--- config.mk ---
export PLATFORM = sky130hd
export DESIGN_NAME = flyback_switch_sequencer
export DESIGN_NICKNAME = d
export VERILOG_FILES = /design/src/flyback_pkg.sv /design/src/flyback_regs.sv /design/src/flyback_switch_sequencer.sv
export SDC_FILE = /design/constraint.sdc
export NUM_CORES = 1
export LEC_CHECK = 0
export ABC_CLOCK_PERIOD_IN_PS = 14000
export BUFFER_PORTS_ARGS = -buffer_cell sky130_fd_sc_hd__buf_2
export CAP_MARGIN = 20
export CORE_ASPECT_RATIO = 1.25
export CORE_MARGIN = 5
export CORE_UTILIZATION = 30
export CTS_CLUSTER_DIAMETER = 100
export DETAILED_ROUTE_END_ITERATION = 8
export GPL_ROUTABILITY_DRIVEN = 0
export HOLD_SLACK_MARGIN = 0.06
export PLACE_DENSITY = 0.46
export SYNTH_ARGS = -nofsm -noshare
export SYNTH_HDL_FRONTEND = slang
export SYNTH_SLANG_ARGS = --single-unit
--- constraint.sdc ---
create_clock -name SYS_CLK -period 14 [get_ports SYS_CLK]
set_clock_uncertainty 0.1 [all_clocks]
set_input_delay 1.4 -clock SYS_CLK [delete_from_list [all_inputs] [get_ports SYS_CLK]]
set_output_delay 1.4 -clock SYS_CLK [all_outputs]
set_load 0.03 [all_outputs]
--- src/flyback_pkg.sv ---
// How it works
// - ignore current trip 220 ns after turn-on
// - after blanking, current trip ends the pulse
// - normal start needs period expiry plus valley
// - valley armed after sense drops below 100 mV
// - low loop level: fixed maximum period, no valley
// - valley needs ring peak above 0.6 V
// - no valley: 12.7 us wait, then 100 mV crossing
// - dimmer flag high from power-up
// - time 1 V to 5 V rise each half-cycle
// - four slow rises clear the dimmer flag
// - four fast rises set flag at 1 V fall
// - overvoltage: gate low, dimmer high, stop
// - overvoltage: discharge clamp until undervoltage, restart
// - overcurrent: gate low, setpoint to minimum
// - after overcurrent resume at 5 V crossing
// - overtemperature: stop, discharge clamp until undervoltage
// - hold until cool, resume at minimum light
// - standby after clamp ready until 5 V line
// - undervoltage lockout holds switching off
package flyback_pkg;
	localparam int CLK_MHZ = 20;
	localparam int BLANK_NS = 220;
	localparam int BLANK_CYC = (BLANK_NS * CLK_MHZ + 999) / 1000;
	localparam int BLANK_W = 3;
	localparam int VWAIT_NS = 12700;
	localparam int VWAIT_CYC = (VWAIT_NS * CLK_MHZ) / 1000;
	localparam int VWAIT_W = 8;
	localparam int DIM_NS = 135000;
	localparam int DIM_CYC = (DIM_NS * CLK_MHZ) / 1000;
	localparam int DIM_W = 12;
	localparam int RUN_LEN = 4;
	localparam int RUN_W = 3;
	localparam int PER_W = 16;
	localparam int NPIN = 11;
	localparam logic [7:0] ADDR_PERIOD = 8'h00;
	localparam logic [7:0] ADDR_PERIOD_MAX = 8'h04;
	localparam logic [7:0] ADDR_STATUS = 8'h08;
	localparam logic [15:0] PERIOD_RST = 16'h0090;
	localparam logic [15:0] PERIOD_MAX_RST = 16'h03E8;
	localparam int STAT_GATE = 0;
	localparam int STAT_DIM = 1;
	localparam int STAT_DISCH = 2;
	localparam int STAT_SETPT = 3;
	localparam int STAT_STATE = 4;
	localparam logic [1:0] RESP_OKAY = 2'h0;
	localparam logic [1:0] RESP_SLVERR = 2'h2;
	typedef enum logic [2:0] {S_UNDERVOLTAGE_LOCKOUT, S_STANDBY, S_ON, S_OFF, S_OCP_HOLD, S_DISCH, S_HOT_HOLD} seq_state_e;
endpackage

--- src/flyback_regs.sv ---
`timescale 1ns/1ps
module flyback_regs import flyback_pkg::*; (
	input wire logic clk, // system clock
	input wire logic rst, // async reset
	input wire logic [7:0] awaddr, // write address
	input wire logic awvalid, // write address valid
	output logic awready, // write address ready
	input wire logic [31:0] wdata, // write data
	input wire logic [3:0] wstrb, // byte enables
	input wire logic wvalid, // write data valid
	output logic wready, // write data ready
	output logic [1:0] bresp, // write response
	output logic bvalid, // write response valid
	input wire logic bready, // write response ready
	input wire logic [7:0] araddr, // read address
	input wire logic arvalid, // read address valid
	output logic arready, // read address ready
	output logic [31:0] rdata, // read data
	output logic [1:0] rresp, // read response
	output logic rvalid, // read data valid
	input wire logic rready, // read data ready
	output logic [PER_W-1:0] period, // nominal period in cycles
	output logic [PER_W-1:0] period_max, // clamp period in cycles
	input wire logic [31:0] status // live state word
);
	logic aw_held;
	logic w_held;
	logic [7:0] aw_addr;
	logic [31:0] w_data;
	logic [3:0] w_strb;

	// merge low two byte lanes under their strobes
	function automatic logic [15:0] merge16(input logic [15:0] old, input logic [31:0] d, input logic [3:0] s);
		merge16 = {s[1] ? d[15:8] : old[15:8], s[0] ? d[7:0] : old[7:0]};
	endfunction

	assign awready = !aw_held && !bvalid;
	assign wready = !w_held && !bvalid;
	assign arready = !rvalid;
	wire do_write = aw_held && w_held && !bvalid;
	wire wr_period = do_write && aw_addr == ADDR_PERIOD;
	wire wr_pmax = do_write && aw_addr == ADDR_PERIOD_MAX;
	wire wr_hit = aw_addr == ADDR_PERIOD || aw_addr == ADDR_PERIOD_MAX || aw_addr == ADDR_STATUS;
	wire rd_hit = araddr == ADDR_PERIOD || araddr == ADDR_PERIOD_MAX || araddr == ADDR_STATUS;
	wire [31:0] rd_word = araddr == ADDR_PERIOD ? {16'h0000, period} :
		araddr == ADDR_PERIOD_MAX ? {16'h0000, period_max} :
		araddr == ADDR_STATUS ? status : 32'h00000000;

	//////////////////////////////////////////////////////////////////////////////
	always_ff @(posedge clk or posedge rst) begin
		if (rst) begin
			aw_held <= 1'b0;
			w_held <= 1'b0;
			aw_addr <= 8'h00;
			w_data <= 32'h00000000;
			w_strb <= 4'h0;
			bvalid <= 1'b0;
			bresp <= RESP_OKAY;
		end else begin
			if (awvalid && awready) begin
				aw_held <= 1'b1;
				aw_addr <= awaddr;
			end
			if (wvalid && wready) begin
				w_held <= 1'b1;
				w_data <= wdata;
				w_strb <= wstrb;
			end
			if (do_write) begin
				aw_held <= 1'b0;
				w_held <= 1'b0;
				bvalid <= 1'b1;
				bresp <= wr_hit ? RESP_OKAY : RESP_SLVERR;
			end else if (bvalid && bready) begin
				bvalid <= 1'b0;
			end
		end
	end

	always_ff @(posedge clk or posedge rst) begin
		if (rst) begin
			period <= PERIOD_RST;
			period_max <= PERIOD_MAX_RST;
		end else begin
			if (wr_period)
				period <= merge16(period, w_data, w_strb);
			if (wr_pmax)
				period_max <= merge16(period_max, w_data, w_strb);
		end
	end

	always_ff @(posedge clk or posedge rst) begin
		if (rst) begin
			rvalid <= 1'b0;
			rdata <= 32'h00000000;
			rresp <= RESP_OKAY;
		end else if (arvalid && arready) begin
			rvalid <= 1'b1;
			rdata <= rd_word;
			rresp <= rd_hit ? RESP_OKAY : RESP_SLVERR;
		end else if (rready) begin
			rvalid <= 1'b0;
		end
	end
endmodule

--- src/flyback_switch_sequencer.sv ---
`timescale 1ns/1ps
module flyback_switch_sequencer import flyback_pkg::*; (
	input wire logic SYS_CLK, // 20 MHz clock
	input wire logic RST, // async reset, high
	input wire logic PWM_TRIP, // shunt at pwm threshold
	input wire logic OCP_TRIP, // shunt above 700 mV
	input wire logic VALLEY_ZC, // valley sense below 100 mV
	input wire logic VALLEY_PEAK, // valley sense above 0.6 V
	input wire logic COMP_LOW, // loop level below 1.63 V
	input wire logic LINE_1V, // line sense above 1 V
	input wire logic LINE_5V, // line sense above 5 V
	input wire logic SUPPLY_OV, // 23 V supply clamp active
	input wire logic SUPPLY_UV, // supply below 8 V
	input wire logic CLAMP_READY, // clamp node in regulation
	input wire logic OVERTEMP, // die too hot
	output logic GATE_DRIVE, // switch drive
	output logic DIMMER_FOUND, // dimmer detected
	output logic CLAMP_DISCHARGE, // clamp node pull-down
	output logic SETPOINT_RESET, // setpoint filter to minimum
	input wire logic [7:0] S_AXI_AWADDR, // write address
	input wire logic S_AXI_AWVALID, // write address valid
	output logic S_AXI_AWREADY, // write address ready
	input wire logic [31:0] S_AXI_WDATA, // write data
	input wire logic [3:0] S_AXI_WSTRB, // byte enables
	input wire logic S_AXI_WVALID, // write data valid
	output logic S_AXI_WREADY, // write data ready
	output logic [1:0] S_AXI_BRESP, // write response
	output logic S_AXI_BVALID, // write response valid
	input wire logic S_AXI_BREADY, // write response ready
	input wire logic [7:0] S_AXI_ARADDR, // read address
	input wire logic S_AXI_ARVALID, // read address valid
	output logic S_AXI_ARREADY, // read address ready
	output logic [31:0] S_AXI_RDATA, // read data
	output logic [1:0] S_AXI_RRESP, // read response
	output logic S_AXI_RVALID, // read data valid
	input wire logic S_AXI_RREADY // read data ready
);
	logic [NPIN-1:0] sync1;
	logic [NPIN-1:0] sync2;
	logic [NPIN-1:0] prev;
	seq_state_e st;
	seq_state_e next_state;
	logic [PER_W-1:0] period;
	logic [PER_W-1:0] period_max;
	logic [PER_W-1:0] period_cnt;
	logic [BLANK_W-1:0] blank_cnt;
	logic [VWAIT_W-1:0] vw_cnt;
	logic zc_seen;
	logic peak_seen;
	logic timing;
	logic [DIM_W-1:0] dly_cnt;
	logic [RUN_W-1:0] slow_run;
	logic [RUN_W-1:0] fast_run;
	logic next_dimmer;
	logic [31:0] status_word;

	//////////////////////////////////////////////////////////////////////////////
	// comparator flags, two flops each before use
	wire [NPIN-1:0] pins_raw = {PWM_TRIP, OCP_TRIP, VALLEY_ZC, VALLEY_PEAK, COMP_LOW,
		LINE_1V, LINE_5V, SUPPLY_OV, SUPPLY_UV, CLAMP_READY, OVERTEMP};

	always_ff @(posedge SYS_CLK or posedge RST) begin
		if (RST) begin
			sync1 <= '0;
			sync2 <= '0;
			prev <= '0;
		end else begin
			sync1 <= pins_raw;
			sync2 <= sync1;
			prev <= sync2;
		end
	end

	wire trip_s = sync2[10];
	wire ocp_s = sync2[9];
	wire zc_s = sync2[8];
	wire peak_s = sync2[7];
	wire comp_low_s = sync2[6];
	wire line1_s = sync2[5];
	wire line5_s = sync2[4];
	wire ov_s = sync2[3];
	wire uv_s = sync2[2];
	wire ready_s = sync2[1];
	wire hot_s = sync2[0];
	wire zc_rise = zc_s && !prev[8];
	wire line1_rise = line1_s && !prev[5];
	wire line1_fall = !line1_s && prev[5];
	wire line5_rise = line5_s && !prev[4];

	//////////////////////////////////////////////////////////////////////////////
	// cycle timing
	wire kill = ov_s || hot_s;
	wire fault = kill || ocp_s;
	wire blank_done = blank_cnt == BLANK_W'(BLANK_CYC);
	wire [PER_W-1:0] period_lim = comp_low_s ? period_max : period;
	wire period_done = period_cnt >= period_lim;
	wire vw_done = vw_cnt == VWAIT_W'(VWAIT_CYC);
	wire valley_evt = zc_seen && peak_seen && zc_rise;
	wire late_zc = vw_done && zc_rise;
	wire start = period_done && (comp_low_s || valley_evt || late_zc);
	wire in_cycle = st == S_ON || st == S_OFF;

	always_comb begin
		next_state = st;
		unique case (st)
			S_UNDERVOLTAGE_LOCKOUT: begin
				if (!uv_s && ready_s)
					next_state = S_STANDBY;
			end
			S_STANDBY: begin
				if (kill)
					next_state = S_DISCH;
				else if (uv_s)
					next_state = S_UNDERVOLTAGE_LOCKOUT;
				else if (line5_s)
					next_state = S_ON;
			end
			S_ON, S_OFF: begin
				if (kill)
					next_state = S_DISCH;
				else if (ocp_s)
					next_state = S_OCP_HOLD;
				else if (uv_s)
					next_state = S_UNDERVOLTAGE_LOCKOUT;
				else if (st == S_ON && blank_done && trip_s)
					next_state = S_OFF;
				else if (st == S_OFF && start)
					next_state = S_ON;
			end
			S_OCP_HOLD: begin
				if (kill)
					next_state = S_DISCH;
				else if (uv_s)
					next_state = S_UNDERVOLTAGE_LOCKOUT;
				else if (line5_rise)
					next_state = S_ON;
			end
			S_DISCH: begin
				if (uv_s)
					next_state = hot_s ? S_HOT_HOLD : S_UNDERVOLTAGE_LOCKOUT;
			end
			S_HOT_HOLD: begin
				if (!hot_s)
					next_state = S_UNDERVOLTAGE_LOCKOUT;
			end
			default: next_state = S_UNDERVOLTAGE_LOCKOUT;
		endcase
	end

	always_ff @(posedge SYS_CLK or posedge RST) begin
		if (RST)
			st <= S_UNDERVOLTAGE_LOCKOUT;
		else
			st <= next_state;
	end

	always_ff @(posedge SYS_CLK or posedge RST) begin
		if (RST) begin
			period_cnt <= '0;
			blank_cnt <= '0;
		end else begin
			if (next_state == S_ON && st != S_ON)
				period_cnt <= '0;
			else if (in_cycle && !period_done)
				period_cnt <= period_cnt + 1'b1;
			if (st == S_ON && !blank_done)
				blank_cnt <= blank_cnt + 1'b1;
			else if (st != S_ON)
				blank_cnt <= '0;
		end
	end

	// valley detector arming, cleared at every new pulse
	always_ff @(posedge SYS_CLK or posedge RST) begin
		if (RST) begin
			zc_seen <= 1'b0;
			peak_seen <= 1'b0;
			vw_cnt <= '0;
		end else if (st != S_OFF) begin
			zc_seen <= 1'b0;
			peak_seen <= 1'b0;
			vw_cnt <= '0;
		end else begin
			if (zc_s && !comp_low_s)
				zc_seen <= 1'b1;
			if (zc_seen && peak_s)
				peak_seen <= 1'b1;
			if (period_done && !comp_low_s && !vw_done)
				vw_cnt <= vw_cnt + 1'b1;
		end
	end

	//////////////////////////////////////////////////////////////////////////////
	// dimmer detection on line sense rise time
	wire measured = timing && line5_rise;
	wire slow = dly_cnt > DIM_W'(DIM_CYC);

	always_ff @(posedge SYS_CLK or posedge RST) begin
		if (RST) begin
			timing <= 1'b0;
			dly_cnt <= '0;
		end else if (line1_rise) begin
			timing <= 1'b1;
			dly_cnt <= '0;
		end else if (measured || line1_fall) begin
			timing <= 1'b0;
		end else if (timing && dly_cnt != '1) begin
			dly_cnt <= dly_cnt + 1'b1;
		end
	end

	always_ff @(posedge SYS_CLK or posedge RST) begin
		if (RST) begin
			slow_run <= '0;
			fast_run <= '0;
		end else if (measured) begin
			slow_run <= slow ? (slow_run == RUN_W'(RUN_LEN) ? slow_run : slow_run + 1'b1) : '0;
			fast_run <= !slow ? (fast_run == RUN_W'(RUN_LEN) ? fast_run : fast_run + 1'b1) : '0;
		end
	end

	always_comb begin
		next_dimmer = DIMMER_FOUND;
		if (ov_s)
			next_dimmer = 1'b1;
		else if (measured && slow && slow_run >= RUN_W'(RUN_LEN - 1))
			next_dimmer = 1'b0;
		else if (!DIMMER_FOUND && fast_run >= RUN_W'(RUN_LEN) && line1_fall)
			next_dimmer = 1'b1;
	end

	//////////////////////////////////////////////////////////////////////////////
	// registered pin outputs
	always_ff @(posedge SYS_CLK or posedge RST) begin
		if (RST) begin
			GATE_DRIVE <= 1'b0;
			DIMMER_FOUND <= 1'b1;
			CLAMP_DISCHARGE <= 1'b0;
			SETPOINT_RESET <= 1'b0;
		end else begin
			GATE_DRIVE <= next_state == S_ON;
			DIMMER_FOUND <= next_dimmer;
			CLAMP_DISCHARGE <= next_state == S_DISCH;
			SETPOINT_RESET <= next_state == S_OCP_HOLD || next_state == S_DISCH ||
				next_state == S_HOT_HOLD;
		end
	end

	always_comb begin
		status_word = 32'h00000000;
		status_word[STAT_GATE] = GATE_DRIVE;
		status_word[STAT_DIM] = DIMMER_FOUND;
		status_word[STAT_DISCH] = CLAMP_DISCHARGE;
		status_word[STAT_SETPT] = SETPOINT_RESET;
		status_word[STAT_STATE +: 3] = st;
	end

	flyback_regs regs (
		.clk(SYS_CLK),
		.rst(RST),
		.awaddr(S_AXI_AWADDR),
		.awvalid(S_AXI_AWVALID),
		.awready(S_AXI_AWREADY),
		.wdata(S_AXI_WDATA),
		.wstrb(S_AXI_WSTRB),
		.wvalid(S_AXI_WVALID),
		.wready(S_AXI_WREADY),
		.bresp(S_AXI_BRESP),
		.bvalid(S_AXI_BVALID),
		.bready(S_AXI_BREADY),
		.araddr(S_AXI_ARADDR),
		.arvalid(S_AXI_ARVALID),
		.arready(S_AXI_ARREADY),
		.rdata(S_AXI_RDATA),
		.rresp(S_AXI_RRESP),
		.rvalid(S_AXI_RVALID),
		.rready(S_AXI_RREADY),
		.period(period),
		.period_max(period_max),
		.status(status_word)
	);

	//////////////////////////////////////////////////////////////////////////////
	blank_hold_a: assert property (@(posedge SYS_CLK) disable iff (RST)
		$rose(GATE_DRIVE) |-> (GATE_DRIVE || fault || uv_s)[*5])
		else $error("gate ended inside blanking");

	trip_end_a: assert property (@(posedge SYS_CLK) disable iff (RST)
		(st == S_ON && blank_done && trip_s) |=> !GATE_DRIVE)
		else $error("current trip did not end pulse");

	period_gate_a: assert property (@(posedge SYS_CLK) disable iff (RST)
		($rose(GATE_DRIVE) && $past(st) == S_OFF) |-> $past(period_done))
		else $error("pulse before period expiry");

	clamp_wait_a: assert property (@(posedge SYS_CLK) disable iff (RST)
		(st == S_OFF && comp_low_s && period_cnt < period_max) |=> !$rose(GATE_DRIVE))
		else $error("pulse before clamp period");

	late_start_a: assert property (@(posedge SYS_CLK) disable iff (RST)
		(st == S_OFF && !fault && !uv_s && period_done && late_zc) |=> GATE_DRIVE)
		else $error("no pulse after valley wait");

	ov_kill_a: assert property (@(posedge SYS_CLK) disable iff (RST)
		ov_s |=> !GATE_DRIVE && DIMMER_FOUND)
		else $error("overvoltage not handled");

	ocp_kill_a: assert property (@(posedge SYS_CLK) disable iff (RST)
		(ocp_s && in_cycle) |=> !GATE_DRIVE && SETPOINT_RESET)
		else $error("overcurrent not handled");

	disch_hold_a: assert property (@(posedge SYS_CLK) disable iff (RST)
		(st == S_DISCH && !uv_s) |=> CLAMP_DISCHARGE && !GATE_DRIVE)
		else $error("discharge dropped early");

	dim_clear_a: assert property (@(posedge SYS_CLK) disable iff (RST)
		(measured && slow && slow_run == RUN_W'(RUN_LEN - 1) && !ov_s) |=> !DIMMER_FOUND)
		else $error("dimmer flag not cleared");

	undervoltage_lockout_off_a: assert property (@(posedge SYS_CLK) disable iff (RST)
		(uv_s && st != S_DISCH && st != S_HOT_HOLD) |=> !GATE_DRIVE)
		else $error("switching under lockout");
endmodule

# [Yosys cells after proc, flatten, opt, wreduce, memory -nomap -nowiden]
# Index checks and enable logic that the tools add are counted.
[totals] register_bits=184 input_bits=70 elab_cells=200
[classes] addsub=6 order_cmp=4 eq_ne=24 mux=52 n_reduce_logical=83
[ops] op="two-way mux 32 bit" count=2
[ops] op="two-way mux 3 bit" count=21
[ops] op="two-way mux 16 bit" count=3
[ops] op="two-way mux 12 bit" count=3
[ops] op="logical AND 1 bit" count=35
[ops] op="equality test 3 bit, second input constant" count=9
[ops] op="nonzero test 2 bit" count=11
[ops] op="case mux 3 bit (6 select lines)" count=1
[ops] op="two-way mux 1 bit" count=17
[ops] op="adder 16 x 1 -> 16 bit, second input constant" count=1
[ops] op="equality test 8 x 3 -> 1 bit, second input constant" count=2
[ops] op="equality test 8 x 4 -> 1 bit, second input constant" count=2
[ops] op="greater-or-equal comparator 16 bit" count=1
[ops] op="logical NOT 8 bit" count=2
[ops] op="two-way mux 8 bit" count=2
[ops] op="logical NOT 1 bit" count=14
[ops] op="AND reduction 2 bit" count=7
[ops] op="adder 12 x 1 -> 12 bit, second input constant" count=1
[ops] op="> comparator 12 bit, second input constant" count=1
[ops] op="inequality test 12 bit, second input constant" count=1
[ops] op="logical OR 1 bit" count=11
[ops] op="adder 3 x 1 -> 3 bit, second input constant" count=3
[ops] op="equality test 3 x 2 -> 1 bit, second input constant" count=3
[ops] op="adder 8 x 1 -> 8 bit, second input constant" count=1
[ops] op="11 further kinds" count=15

# [Depth between registers and ports, before layout]
# Gate-level depths: netlist of run 1.
[depth] ltp_word=16 ltp_mapped=11 depth_no_buf=8

# [Cells and area by module]
# Synthesis of run 1 repeated with hierarchy kept, for this count alone.
[hier_totals] cells_unflattened=770 area_unflattened_um2=8390.5
[modules_own_cells] mod="flyback_switch_sequencer" instances=1 cells_each=428 area_per_inst_um2=4296.6
[modules_own_cells] mod="flyback_regs" instances=1 cells_each=342 area_per_inst_um2=4093.9

# [Worst setup path before layout of run 1]
# Ideal clock, no wire load.
[synth_path] path_kind="register to register" from="register sync2[6]" to="register period_cnt[11]" setup_ns=0.128 t_arrival_ns=3.122 required_ns=13.772 slack_ns=10.650 stages_incl_launch_ff=11 n_path_buf=2 synth_period_minus_slack_ns=3.350 path_cell_list="dfrtp_1 -> clkbuf_1 -> clkbuf_1 -> mux2i_1 -> ha_1 -> a211oi_1 -> nor2_1 -> or3_1 -> or4_1 -> xor2_1 -> nor2_2"
[synth_via] elab_chain_len=13
[synth_lines] item="from (decl)" line="flyback_switch_sequencer.sv:39" text="logic [NPIN-1:0] sync2;"
[synth_lines] item="from (signal assigned)" line="flyback_switch_sequencer.sv:69" text="sync2 <= sync1;"
[synth_lines] item="two-way mux 16 bit or logical OR 1 bit (tied branches)" line="flyback_switch_sequencer.sv:95, flyback_switch_sequencer.sv:100"
[synth_lines] item="greater-or-equal comparator 16 bit or logical OR 1 bit (tied branches)" line="flyback_switch_sequencer.sv:96, flyback_switch_sequencer.sv:100"
[synth_lines] item="logical AND 1 bit" line="flyback_switch_sequencer.sv:100" text="wire start = period_done && (comp_low_s || valley_evt || late_zc);"
[synth_lines] item="logical AND 1 bit" line="flyback_switch_sequencer.sv:127" text="else if (st == S_OFF && start)"
[synth_lines] item="two-way mux 3 bit" line="flyback_switch_sequencer.sv:127"
[synth_lines] item="two-way mux 3 bit" line="flyback_switch_sequencer.sv:125" text="else if (st == S_ON && blank_done && trip_s)"
[synth_lines] item="two-way mux 3 bit" line="flyback_switch_sequencer.sv:123" text="else if (uv_s)"
[synth_lines] item="two-way mux 3 bit" line="flyback_switch_sequencer.sv:121" text="else if (ocp_s)"
[synth_lines] item="two-way mux 3 bit" line="flyback_switch_sequencer.sv:119" text="if (kill)"
[synth_lines] item="case mux 3 bit (6 select lines)" line="flyback_switch_sequencer.sv:105" text="unique case (st)"
[synth_lines] item="equality test 3 x 2 -> 1 bit" line="flyback_switch_sequencer.sv:162" text="if (next_state == S_ON && st != S_ON)"
[synth_lines] item="logical AND 1 bit" line="flyback_switch_sequencer.sv:162"
[synth_lines] item="two-way mux 16 bit or nonzero test 2 bit (tied branches)"
[synth_lines] item="to (signal assigned)" line="flyback_switch_sequencer.sv:165" text="period_cnt <= period_cnt + 1'b1;"
[synth_lines] item="to (decl)" line="flyback_switch_sequencer.sv:45" text="logic [PER_W-1:0] period_cnt;"
# Parallel ways exist; a longest one is shown, timed or not.
# A chain may end at the register's enable or synchronous reset.

# [Worst setup path after layout of run 1]
[layout_path] from="register sync2[6]" to="register period_cnt[8]"
# Same word-level chain as after synthesis.

==> impl_metrics.yaml, run 1 <==
worst_setup_path:
  end_kind: "flip-flop"
  cp.required_ns: 14.25
  path_class: "reg2reg"
  cp_max_fo: 20
  critPathArrivalTime_ns: 3.71
  reg2reg_setup_slack_ns: 10.53
  crit_path_start_kind: "flip-flop"
logic_synthesis:
  synth.area.mux_share_pct: 12.0
  ys_warn_count: 0
  synth-xor-area-share_pct: 3.50
  synth.most_common_cell: "dfrtp_1"
  ys_ff_latch: 160
  synthArstFlopShare_pct: 100
  dominantRegCellSynth: "dfrtp_1"
  yosys.area_share.adder_pct: 4.66
  netlist_instances: 667
  syn_avg_cell_area_um2: 11.3
  yosys-top-cells-area: "dfrtp_1 50%, mux2_2 8.8%, ha_1 4.7%"
  synth-compound-area-share_pct: 9.16
  netlist_top_cells_count: "151 x dfrtp_1, 62 x nor2_1, 59 x mux2_2, 46 x nand2_1, 32 x o21ai_0"
  yosysTopAreaCellShare_pct: 50.3
  syn_area_um2: 7510
  ys_seq_area_share_pct: 53.5
  ys_types: 62
  synthSimpleGateAreaFrac_pct: 13.1
  synth_top_family_by_area: "simple AND/OR/NAND/NOR gates"
  yosys.area.top_type: "dfrtp_1"
  synth_edf_count: 0
cells_and_area:
  fin_area_um2: 8760
  drive_gt1_share_pct: 25.4
  final_net_count: 845
  area_delta_synth_final_pct: 16.6
  diodes: 0
grt:
  antenna_found_initial: 0
  globalRouteTotalUtil_pct: 12.2
  grt-ovfl-total: 0
  grt_first_pass_wirelength_mm: 27.6
  grt_max_degree: 98
  grt_pass1_vias: 5587
placed_design:
  dp_hpwl_mm: 12.2
  portBuffers: 78
  dpl_cell_area_um2: 8190
clock_tree:
  htreeDepth: 4
  path_clk_slew_ns: 0.06
  cts_tree: "yes"
  cts_resized: 0
  cts.sinks: 160
  ctsHoldBuffers: 0
  clock_latency_ns: 0.42
  postCtsSetupBuffers: 0
  numCtsBuffers: 17
  cts-root-buf: "clkbuf_16"
  clk_path_buf_depth: 2
min_path:
  hold_path_class: "reg2reg"
timing:
  max_freq_mhz: 289
  finalCritPeriodShare_pct: 24.8
  slew_violations: 0
  tightest_slew_ns: 0.961
  rsz0062_at_grt: "false"
  post-route-min-period_ns: 3.47
  whs_ns: 0.247
  fin_tns_setup_ns: 0
  relSlewSlack_pct: 35.8
  setup_viol: 0
  hold_viol_final: 0
die:
  coreArea_um2: 24600
  row_count: 64
  start_util_pct: 30.6
  chipWidth_um: 152
  die-area_um2: 28300
  io_pins: 115
  die_y_um: 187
power:
  ir_worst_vdd_v: 0.0000802
  leakagePower_nw: 4.06
  power_density_nw_per_um2: 155
drt:
  drtIter0Drc: 161
  vias_per_cell: 4.74
  vias: 5166
  antenna_left: 0
  wl_per_cell_um: 15.3
  drc_errors: 0
  routed_wl_mm: 16.6
  first_pass_iters: 4
status:
  outcome: "completed"
flow_run:
  maxCapViolations: 0
worst max-delay path, cell delays in order (launching register included):
cell      delay (ns)
dfrtp_1         0.33
buf_4           0.33
mux2_2          0.39
ha_1            0.27
nand2b_4        0.13
a2111o_1        0.44
a32oi_2         0.67
nand3_1         0.20
or3_1           0.38
a21oi_1         0.14
metrics by stage:
step	cells	power [mW]	setup WS [ns]	util, %
floorplan	684	0.839	8.19	-
CTS	1090	1.38	10.46	35.6
global route	1090	1.44	10.27	35.6
finish	1090	1.36	10.53	35.6
global placement	1057	0.909	10.41	33.3
detailed placement	1058	0.924	10.45	33.3
cell families (layout without fill, tap and decap cells):
group,Yosys count,after routing
compound gates,107,107
xor+xnor,30,30
fa+ha+maj,28,28
buf+inv,59,135
flops,160,160
mux,83,83
other cells,1,18
simple gates,199,199
metal layers:
metal	global-route usage, %	vias up	part of all wire, %
met1	13.7	2577	40
met4	5.36	0	2.7
met5	0	-	0
met3	3.22	21	3.6
li1	-	2491	-
met2	21.4	77	53
final cells by class:
cell class / instances / area (µm²)
clock buffers: 22 / 464
inverters: 21 / 83.8
multi-input cells: 465 / 3260
clock inverters: 10 / 109
flip-flops and latches: 160 / 4020
well taps: 330 / 413
fillers: 2471 / 15800
repair buffers: 82 / 418
layout by cell type, fill, tap and decap left out, types with 8 or more instances in the layout:
master	netlist	layout
nand4_1	17	17
ha_1	28	28
inv_1	21	20
a21oi_1	29	29
nand2_1	46	46
conb_1	1	18
a22oi_1	9	9
xnor2_1	10	10
dfrtp_1	151	151
o21ai_0	32	32
dfstp_2	9	9
nand3_1	19	19
buf_2	4	79
and3_1	8	8
clkbuf_16	0	17
nor3_1	8	8
mux2_2	59	59
xor2_1	20	20
mux2i_1	24	24
nor2_1	62	62
registers in the layout (all words and copies together) (netlist names), 11 cells and up:
register         count
regs.period         16
regs.period_max     16
regs.rdata          16
sync1               11
period_cnt          16
regs.w_data         16
sync2               11
dly_cnt             12
where the power goes:
group / internal [mW] / switching, mW / total [mW]
logic: 0.123 / 0.172 / 0.295
clock network: 0.271 / 0.182 / 0.453
registers: 0.543 / 0.0694 / 0.612
path summary, 6_finish.rpt:
kind	start	to	cells after the start
max	sync2[6]$_DFF_PP0_	period_cnt[8]$_DFFE_PP0P_	9
min	sync1[6]$_DFF_PP0_	sync2[6]$_DFF_PP0_	0
max reg2reg	sync2[6]$_DFF_PP0_	period_cnt[8]$_DFFE_PP0P_	9
min reg2reg	sync1[6]$_DFF_PP0_	sync2[6]$_DFF_PP0_	0
max in group asynchronous	RST	vw_cnt[7]$_DFFE_PP0P_	3
min in group asynchronous	RST	regs.aw_addr[6]$_DFFE_PP0P_	2
Power figures use the tool's default switching activity.
==> run 2, diff against run 1 <==
--- a/config.mk
+++ b/config.mk
@@ -5,7 +5,7 @@
 export SDC_FILE = /design/constraint.sdc
 export NUM_CORES = 1
 export LEC_CHECK = 0
-export ABC_CLOCK_PERIOD_IN_PS = 14000
+export ABC_CLOCK_PERIOD_IN_PS = 3400
 export BUFFER_PORTS_ARGS = -buffer_cell sky130_fd_sc_hd__buf_2
 export CAP_MARGIN = 20
 export CORE_ASPECT_RATIO = 1.25
==> constraint.sdc (replaced) <==
create_clock -name SYS_CLK -period 3.4 [get_ports SYS_CLK]
set_clock_uncertainty 0.1 [all_clocks]
set_input_delay 0.34 -clock SYS_CLK [delete_from_list [all_inputs] [get_ports SYS_CLK]]
set_output_delay 0.34 -clock SYS_CLK [all_outputs]
set_load 0.03 [all_outputs]
==> run 2 against run 1 <==
Clock power rose to 4.3 times the previous value. Critical path depth stayed put. First-iteration DRC count rose by 40%. Wire length grew 1.2%. Sequential power rose to 4.1 times the previous value. Register-to-register slack got worse by 10 ns. Total power rose to 4.2 times the previous value. Utilization is 2.0 points higher. Setup slack worse by 10 ns. Non-clock buffer count up 46. Final cell count rose by 4.2%. Largest cell class unchanged.
==> impl_metrics.yaml, run 2 (synthesis results as in run 1) <==
cells_and_area:
  fillCellCount: 2440
  final_cell_mix: "151 x dfrtp_1, 78 x buf_2, 62 x nor2_1"
  seqCellArea_um2: 4020
  fin_area_um2: 9240
  drive_gt1_share_pct: 24.9
  final_net_count: 891
  diodes: 0
  final_common_cell: "dfrtp_1"
  stdcell_count: 1136
  multi_input_area_um2: 3260
  area_delta_synth_final_pct: 23.1
worst_setup_path:
  cp.depth: 9
  slowest_delay_ns: 0.57
  cp.required_ns: 3.61
  critical_path_buf_inv_count: 1
  cp_slowest_cell: "or4_1"
  critPathArrivalTime_ns: 3.17
  crit_family: "simple AND/OR/NAND/NOR gates"
  end_kind: "flip-flop"
  crit_chain: "buf_4 > mux2i_1 > ha_1 > nand4_1 > o21bai_1 > or3_1 > or4_1 > xor2_1 > nor2_2"
  cp_max_fo: 10
  reg2regPathDepth: 9
  path_class: "reg2reg"
  crit_path_start_kind: "flip-flop"
die:
  io_pins: 115
  start_util_pct: 30.6
  coreArea_um2: 24600
  chipWidth_um: 152
  die_y_um: 187
  die-area_um2: 28300
  row_count: 64
timing:
  tightest_slew_ns: 0.954
  hold_viol_final: 0
  whs_ns: 0.0811
  worst_slack_ns: 0.438
  rsz0062_at_grt: "false"
  max_freq_mhz: 338
  slew_violations: 0
  setup_viol: 0
  finalCritPeriodShare_pct: 87.1
  fin_tns_setup_ns: 0
  relSlewSlack_pct: 36.2
  post-route-min-period_ns: 2.96
clock_tree:
  clock_latency_ns: 0.42
  htreeDepth: 4
  postCtsSetupBuffers: 0
  cts.sinks: 160
  cts-root-buf: "clkbuf_16"
  path_clk_slew_ns: 0.06
  cts_resized: 0
  numCtsBuffers: 17
  clk_path_buf_depth: 2
  ctsHoldBuffers: 39
  cts_tree: "yes"
drt:
  vias_per_cell: 4.73
  wl_per_cell_um: 14.8
  antenna_left: 0
  drc_errors: 0
  routed_wl_mm: 16.8
  first_pass_iters: 6
  vias: 5374
  drtIter0Drc: 226
placed_design:
  dp_hpwl_mm: 12.4
  dp.cells: 1065
  pre_cts_slack_ns: 0.397
  dpl_cell_area_um2: 8250
  portBuffers: 78
grt:
  grt-ovfl-total: 0
  grt_pass1_vias: 5510
  grt_first_pass_wirelength_mm: 27.5
  globalRouteTotalUtil_pct: 12.2
  grt_max_degree: 85
  antenna_found_initial: 0
min_path:
  hold_path_class: "in2reg"
  holdPathStages: 2
power:
  leakagePower_nw: 4.27
  ir_worst_vdd_v: 0.000387
  power_density_nw_per_um2: 625
status:
  outcome: "completed"
flow_run:
  maxCapViolations: 0
[run 2: changes by cell type in the layout (fill, tap and decap cells not counted), sizes merged]
| cell | before | now |
|---|---|---|
| buf | 82 | 89 |
| dlygate4sd3 | 0 | 39 |
| clkbuf | 22 | 21 |
| inv | 22 | 20 |
| clkinvlp | 2 | 4 |
| bufinv | 2 | 3 |
[run 2: worst paths after layout]
check	startpoint	to	slack [ns]
max	sync2[6]$_DFF_PP0_	period_cnt[5]$_DFFE_PP0P_	0.44
min	S_AXI_WDATA[6]	regs.w_data[6]$_DFFE_PP0P_	0.08
max reg2reg	sync2[6]$_DFF_PP0_	period_cnt[5]$_DFFE_PP0P_	0.44
min reg2reg	sync1[9]$_DFF_PP0_	sync2[9]$_DFF_PP0_	0.25
max in group asynchronous	RST	regs.period_max[8]$_DFFE_PP1P_	2.15
min in group asynchronous	RST	sync1[3]$_DFF_PP0_	0.30
[run 2: power breakdown]
| part | switching, mW | internal [mW] | total [mW] |
|---|---|---|---|
| combinational | 0.723 | 0.589 | 1.31 |
| clock | 0.760 | 1.19 | 1.95 |
| sequential | 0.280 | 2.23 | 2.51 |
| total | 1.76 | 4.01 | 5.77 |
[run 2: worst reg2reg max path, cell delays in order (launching register included)]
cell and delay (ns):
dfrtp_1 0.39, buf_4 0.25, mux2i_1 0.30, ha_1 0.29, nand4_1 0.20, o21bai_1 0.15
or3_1 0.40, or4_1 0.57, xor2_1 0.18, nor2_2 0.04
[run 2: layout make-up]
type,count,share of cell area [%]
Timing Repair Buffer,128,9.48
Clock buffer,21,4.98
Tap cell,330,4.47
Inverter,21,0.893
Multi-Input combinational cell,465,35.3
Clock inverter,11,1.49
Sequential cell,160,43.4
[run 2: layer usage]
metal | up-vias | track usage, % | wire (µm)
met1 | 2692 | 13.9 | 6830
met5 | - | 0 | 0
met2 | 77 | 22.3 | 9310
li1 | 2591 | - | -
met3 | 14 | 2.40 | 474
met4 | 0 | 4.11 | 211
[run 2: through the flow]
step / util [%] / power (mW)
after floorplan: - / 3.45
after global placement: 33.6 / 3.81
after detailed placement: 33.6 / 3.85
after CTS: 37.6 / 5.86
after global routing: 37.6 / 6.08
final: 37.6 / 5.77
